`src/rtl/flash_susp_pkg.sv`:
```
// package: suspend/resume parameter word, timing counts and carrier types
package flash_susp_pkg;
    // parameter word, returned low byte first at byte offsets 2C..2F
    localparam logic [31:0] SUSP_WORD = 32'h451893EC;
    localparam logic [7:0] WORD_BASE = 8'h2C;
    localparam logic [7:0] WORD_LAST = 8'h2F;
    localparam int SUPPORT_BIT = 31;
    localparam int RFU_BIT = 8;
    localparam int ER_UNIT_HI = 30;
    localparam int ER_UNIT_LO = 29;
    localparam int ER_CNT_HI = 28;
    localparam int ER_CNT_LO = 24;
    localparam int PG_UNIT_HI = 19;
    localparam int PG_UNIT_LO = 18;
    localparam int PG_CNT_HI = 17;
    localparam int PG_CNT_LO = 13;
    // latency units in ns for unit codes 00b..11b
    localparam logic [31:0] UNIT_0_NS = 32'd128;
    localparam logic [31:0] UNIT_1_NS = 32'd1000;
    localparam logic [31:0] UNIT_2_NS = 32'd8000;
    localparam logic [31:0] UNIT_3_NS = 32'd64000;
    // timing
    localparam int CLK_NS = 50;
    localparam int SUSP_MAX_NS = 48000;
    localparam int SUSP_MAX_CYC = SUSP_MAX_NS / CLK_NS;
    localparam int RES_GAP_NS = 128000;
    localparam int RES_GAP_CYC = (RES_GAP_NS + CLK_NS - 1) / CLK_NS;
    localparam logic [5:0] SUSP_ENTRY_CYC = 6'd40;
    localparam logic [11:0] GAP_CYC = 12'(RES_GAP_CYC);
    localparam logic [11:0] ERASE_CYC = 12'd4000;
    localparam logic [11:0] PROG_CYC = 12'd1000;
    localparam int SECT_W = 12;

    typedef enum logic [2:0] {
        ST_IDLE  = 3'b000,
        ST_RUN   = 3'b001,
        ST_DRAIN = 3'b011,
        ST_SUSP  = 3'b010,
        ST_NEST  = 3'b110
    } seq_state_t;

    typedef struct packed {
        logic start_erase;
        logic start_prog;
        logic suspend;
        logic resume;
        logic [SECT_W-1:0] sector;
    } op_req_t;

    typedef struct packed {
        logic busy;
        logic suspended;
        logic susp_is_erase;
        logic done;
        logic refused;
        logic early_suspend;
    } op_stat_t;

    // decoded max latency in ns: (count + 1) * unit
    function automatic logic [31:0] lat_ns(input logic [1:0] unit, input logic [4:0] cnt);
        logic [31:0] u;
        u = UNIT_0_NS;
        case (unit)
            2'h1: u = UNIT_1_NS;
            2'h2: u = UNIT_2_NS;
            2'h3: u = UNIT_3_NS;
            default: u = UNIT_0_NS;
        endcase
        return 32'(({27'h0, cnt} + 32'h1) * u);
    endfunction : lat_ns
endpackage : flash_susp_pkg

```
`src/rtl/flash_susp_seq.sv`:
```
// suspend/resume sequencer and its discoverable parameter word
// Function
// - offsets 2C..2F return EC 93 18 45
// - word top bit reads zero: supported
// - erase suspends within 48 us
// - unit codes 128ns/1us/8us/64us, (count+1)*unit
// - program suspends within 48 us, unless nested in an erase suspend
// - word bit 8 reads one
module flash_susp_seq
    import flash_susp_pkg::*;
(
    // clock and reset
    input wire logic i_clk_sys,
    input wire logic i_rst_n,
    // parameter read
    input wire logic i_param_rd,
    input wire logic [7:0] i_param_addr,
    output logic o_param_valid,
    output logic o_param_hit,
    output logic [7:0] o_param_data,
    // embedded operations
    input wire op_req_t i_req,
    output op_stat_t o_stat
);
    typedef struct packed {
        seq_state_t st;
        logic erase;
        logic [SECT_W-1:0] sector;
        logic [11:0] cnt;
        logic [11:0] nest_cnt;
        logic [5:0] lat;
        logic [11:0] gap;
        logic p_valid;
        logic p_hit;
        logic [7:0] p_data;
        op_stat_t stat;
    } state_t;

    state_t q;
    state_t d;
    logic [7:0] rel;

    assign rel = i_param_addr - WORD_BASE;

    always_comb begin
        d = q;
        d.stat.done = 1'b0;
        d.stat.refused = 1'b0;
        d.stat.early_suspend = 1'b0;
        d.p_valid = i_param_rd;
        if (i_param_rd) begin
            if (i_param_addr >= WORD_BASE && i_param_addr <= WORD_LAST) begin
                d.p_hit = 1'b1;
                d.p_data = SUSP_WORD[{rel[1:0], 3'b000} +: 8];
            end else begin
                d.p_hit = 1'b0;
                d.p_data = 8'h00;
            end
        end
        if (q.gap != 12'h000) begin
            d.gap = q.gap - 12'h001;
        end
        unique case (q.st)
            ST_IDLE: begin
                if (i_req.start_erase || i_req.start_prog) begin
                    d.st = ST_RUN;
                    d.erase = i_req.start_erase;
                    d.cnt = i_req.start_erase ? ERASE_CYC : PROG_CYC;
                    d.sector = i_req.sector;
                end
            end
            ST_RUN: begin
                if (i_req.start_erase || i_req.start_prog) begin
                    d.stat.refused = 1'b1;
                end
                if (i_req.suspend) begin
                    d.st = ST_DRAIN;
                    d.lat = SUSP_ENTRY_CYC - 6'h01;
                    d.stat.early_suspend = q.gap != 12'h000;
                end else if (q.cnt == 12'h001) begin
                    d.st = ST_IDLE;
                    d.stat.done = 1'b1;
                end else begin
                    d.cnt = q.cnt - 12'h001;
                end
            end
            ST_DRAIN: begin
                if (q.lat == 6'h00) begin
                    d.st = ST_SUSP;
                end else begin
                    d.lat = q.lat - 6'h01;
                end
            end
            ST_SUSP: begin
                // progress count held here
                if (i_req.resume) begin
                    d.st = ST_RUN;
                    d.gap = GAP_CYC;
                end else if (i_req.start_erase) begin
                    d.stat.refused = 1'b1;
                end else if (i_req.start_prog) begin
                    if (q.erase && i_req.sector != q.sector) begin
                        d.st = ST_NEST;
                        d.nest_cnt = PROG_CYC;
                    end else begin
                        d.stat.refused = 1'b1;
                    end
                end
            end
            ST_NEST: begin
                if (i_req.start_erase || i_req.start_prog || i_req.resume) begin
                    d.stat.refused = 1'b1;
                end
                if (q.nest_cnt == 12'h001) begin
                    d.st = ST_SUSP;
                    d.stat.done = 1'b1;
                end else begin
                    d.nest_cnt = q.nest_cnt - 12'h001;
                end
            end
            default: begin
                d.st = ST_IDLE;
            end
        endcase
        d.stat.busy = d.st != ST_IDLE && d.st != ST_SUSP;
        d.stat.suspended = d.st == ST_SUSP || d.st == ST_NEST;
        d.stat.susp_is_erase = d.stat.suspended && d.erase;
    end

    always_ff @(posedge i_clk_sys) begin
        if (!i_rst_n) begin
            q <= '0;
        end else begin
            q <= d;
        end
    end

    assign o_param_valid = q.p_valid;
    assign o_param_hit = q.p_hit;
    assign o_param_data = q.p_data;
    assign o_stat = q.stat;

    localparam int c_lat_hi = SUSP_MAX_CYC;
endmodule : flash_susp_seq

```
`config.mk`:
```
export PLATFORM = sky130hd
export DESIGN_NAME = flash_susp_seq
export DESIGN_NICKNAME = d
export VERILOG_FILES = /design/src/rtl/flash_susp_pkg.sv /design/src/rtl/flash_susp_seq.sv
export SDC_FILE = /design/constraint.sdc
export NUM_CORES = 1
export LEC_CHECK = 0
export BUFFER_PORTS_ARGS = -buffer_cell sky130_fd_sc_hd__buf_4
export CAP_MARGIN = 20
export CORE_ASPECT_RATIO = 0.7
export CORE_MARGIN = 2
export CORE_UTILIZATION = 40
export DETAILED_ROUTE_END_ITERATION = 10
export HOLD_SLACK_MARGIN = 0.03
export PLACE_DENSITY = 0.67
export SLEW_MARGIN = 20
export SYNTH_ARGS = -nofsm -noshare
export SYNTH_HDL_FRONTEND = slang
export SYNTH_SLANG_ARGS = --single-unit
```
`constraint.sdc`:
```
create_clock -name i_clk_sys -period 2.65 [get_ports i_clk_sys]
set_input_delay 0.265 -clock i_clk_sys [delete_from_list [all_inputs] [get_ports i_clk_sys]]
set_output_delay 0.265 -clock i_clk_sys [all_outputs]
set_load 0.05 [all_outputs]
```
==> impl_results.md <==
- Synthesized cell area: 0.00362 mm^2
- TritonCTS clock tree: yes
- Post-CTS Resized: 0
- Hold_buf cts: 0
- R2R depth: 5
- Total gr overflow: 0
- Overall global routing resource usage: 0.175
- EDFF count, synth: 0
- Placed cell areas: 0.00400 mm^2
- Syn_area_per_cell: 8.31 um^2
- Critical Path RT: 2870 ps
- Initial antenna violation count: 0
- Crit path from: q[38]
- Final ANT Viol Nets: 0
- H-tree depth: 3
- Die area: 0.00985 mm^2
- Synthesis warning total: 0
- Final Non-Filler Cells: 598
- Core Area: 0.00893 mm^2
- Row count: 29
- Starting Density: 0.406
- Relative slew slack: 0.505
- Fin crit period: 2390 ps
- Worst VDD drop: 0.501 mV
- N_diodes: 0
- Layout cell share with drive strength beyond 1: 0.175
- CP endpoint kind: flip-flop
- Synth Flop Type: dfxtp_1
- Routed via count: 3123
- Final HPWL from detailed placement: 5670 um
- Syn Inst Count: 436
- Routed wire per std cell: 13.4 um
- Chip Height: 83.6 um
- Worst-margin pin slew: 742 ps
- Final Hold Fails: 0
- Placed insts: 582
- R2r setup slk: 260 ps
- Setup-failing EPs final: 0
- Worst Hold Depth: 3
- R2R Path End: q[35]
- Routability cong.: 0.799
- Sw Pwr: 1050 uW
- Min-Delay Endpoint: o_param_data[0]
- Postcts setup bufs: 0
- Post-Syn Nets: 472
- Final WL: 8020 um
- Worst min path class: in -> reg
- Combinational Power Share: 0.264
- Clock transition at path regs: 60 ps
- Fin. max-slew vios: 0
- Sequential fraction of the synthesis area: 0.403
- Power Dens Cells: 800 mW/mm^2
- Seq pwr share: 0.388
- Commonest non-fill, non-tap cell in the layout: dfxtp_1
- Die X: 118 um
- Seq cells post-synth: 73
- Seq. cell area: 0.00146 mm^2
- Max-cap violations: 0
- Clock latency on the worst-skew pair: 330 ps
- Crit-path max cell delay: 620 ps
- Clk root buf: clkbuf_16
- Area grow syn2layout: 18.6%
- Power Internal: 2390 uW
- DR pass1 iterations: 5
- I/O Pins: 43
- Crit-path slowest cell: or4_1
- Design area: 0.00430 mm^2
- Crit path DAT: 2610 ps
- Ys async rst share: 0
- Cell variety after synth: 57
- Net Sw Frac: 0.306
- Clk_skew: 6.51 ps
- Largest net degree at the start of global routing: 24
- Worst setup path category: reg -> reg
- Starting DRC count in detailed routing: 259
- Hold path start: i_param_addr[0]
- CTS buffer count: 9
- Top post-synthesis cells by area: dfxtp_1 40%, a21oi_1 5.4%, nand2_1 4.5%, xor2_1 4.4%, nor2_1 4.2%
- First-pass GRT wire length: 14300 um
- I/O Buffers: 42
- Reg2reg start: q[38]
- Pleak: 0.00175 uW
- Final worst-path cycle share: 0.901
- Vias in the first global route: 3023
- Top-area cell type share of the netlist area: 0.403
- Vias per cell: 5.22
- TNS Setup: 0 ps
- CTS Sinks: 73
- Bufs on Longest Clock Path: 2
- Max frequency: 0.419 GHz
- Synth area leader: dfxtp_1
- Critical Path Fanout Max: 7
- Most used cell, CP: a21oi_1
- RSZ-0062 raised after global routing: false
- Clk pwr share: 0.348
- DR DRC count: 0
- Final nets: 505
- Area of the multi-input gates: 0.00193 mm^2
- Status: finished clean
- CP Cell Sequence: or4_1, nor4_2, a21oi_1, a21oi_1, mux2_2
- Critical Path Source Type: flip-flop
- Filler cells: 877
- Most frequent cells in the layout: 73 x dfxtp_1, 52 x buf_4, 43 x nand2_1
==> area by class of cell <==
class	instances	area share
Timing Repair Buffer	52	0.0908
Sequential cell	73	0.340
Clock inverter	5	0.0128
Multi-Input combinational cell	315	0.448
Inverter	18	0.0157
Clock buffer	11	0.0565
Tap cell	124	0.0361
==> kinds of logic (layout without fill, tap and decap cells) <==
logic type | after synthesis | after routing | synth area share
xor gates and xnor gates | 24 | 24 | 0.0580
AOI/OAI and AO/OA | 107 | 107 | 0.192
muxes | 1 | 1 | 0.00311
DFF | 73 | 73 | 0.403
and+or+nand+nor | 174 | 174 | 0.248
buffers and inverters | 48 | 86 | 0.0649
adders and majority gates | 9 | 9 | 0.0311
==> cells in the mapped netlist (4+ instances only) <==
| master | n |
|---|---|
| a311oi_1 | 4 |
| xor2_1 | 18 |
| o21a_1 | 5 |
| nor2b_1 | 11 |
| a31oi_1 | 8 |
| and2_1 | 7 |
| o221a_2 | 4 |
| a21oi_1 | 39 |
| ha_1 | 9 |
| nor3_1 | 19 |
| nand2b_1 | 7 |
| inv_1 | 18 |
| nor4_1 | 6 |
| nand2_1 | 43 |
| nor2_1 | 41 |
| nand4_1 | 5 |
| o31ai_1 | 5 |
| or3_1 | 6 |
| dfxtp_1 | 73 |
| buf_4 | 14 |
| nand3_1 | 7 |
| o21ai_0 | 19 |
| xnor2_1 | 6 |
| clkbuf_1 | 12 |
==> power groups by stage <==
stage                     Sequential (uW)  Clock [uW]  Combinational (uW)
after floorplan                      1330           0                 704
after global placement               1350           0                 876
after CTS                            1330        1230                 907
final                                1330        1200                 906
after global routing                 1360        1280                1020
after detailed placement             1350           0                 901
==> through the flow <==
step,hold slack [ps],utilization,power [uW],setup WS (ps)
4_1_cts,176,0.482,3470,275
2_1_floorplan,387,-,2040,421
3_3_place_gp,454,0.448,2230,381
5_1_grt,195,0.482,3660,26.9
3_5_place_dp,459,0.448,2260,298
6_report,184,0.482,3440,263
==> state kept, by name, indices dropped and copies added (netlist names) <==
register and flops:
o_param_data 7, q 58, o_stat 6, o_param_valid 1, o_param_hit 1
==> worst max-delay path by stage <==
stage	to	slack, ps	depth (start not counted)
after global routing	q[36]	30	5
after CTS	q[35]	270	5
final	q[35]	260	5
after detailed placement	q[35]	300	5
after floorplan	q[27]	420	6
after global placement	q[27]	380	5
==> routing by layer <==
metal / vias to the layer above / global-route usage / part of all wire
met2: 84 / 0.264 / 0.41
met5: - / 0 / 0
li1: 1601 / - / -
met3: 11 / 0.0478 / 0.056
met4: 0 / 0.0559 / 0.012
met1: 1427 / 0.243 / 0.52
==> critical path: cells and delay by family, from the launching register on <==
| family | cells | cell delay (ps) |
|---|---|---|
| AOI/OAI and AO/OA | 2 | 600 |
| DFF | 1 | 350 |
| muxes | 1 | 380 |
| and+or+nand+nor | 2 | 950 |
Power figures use the tool's default switching activity.
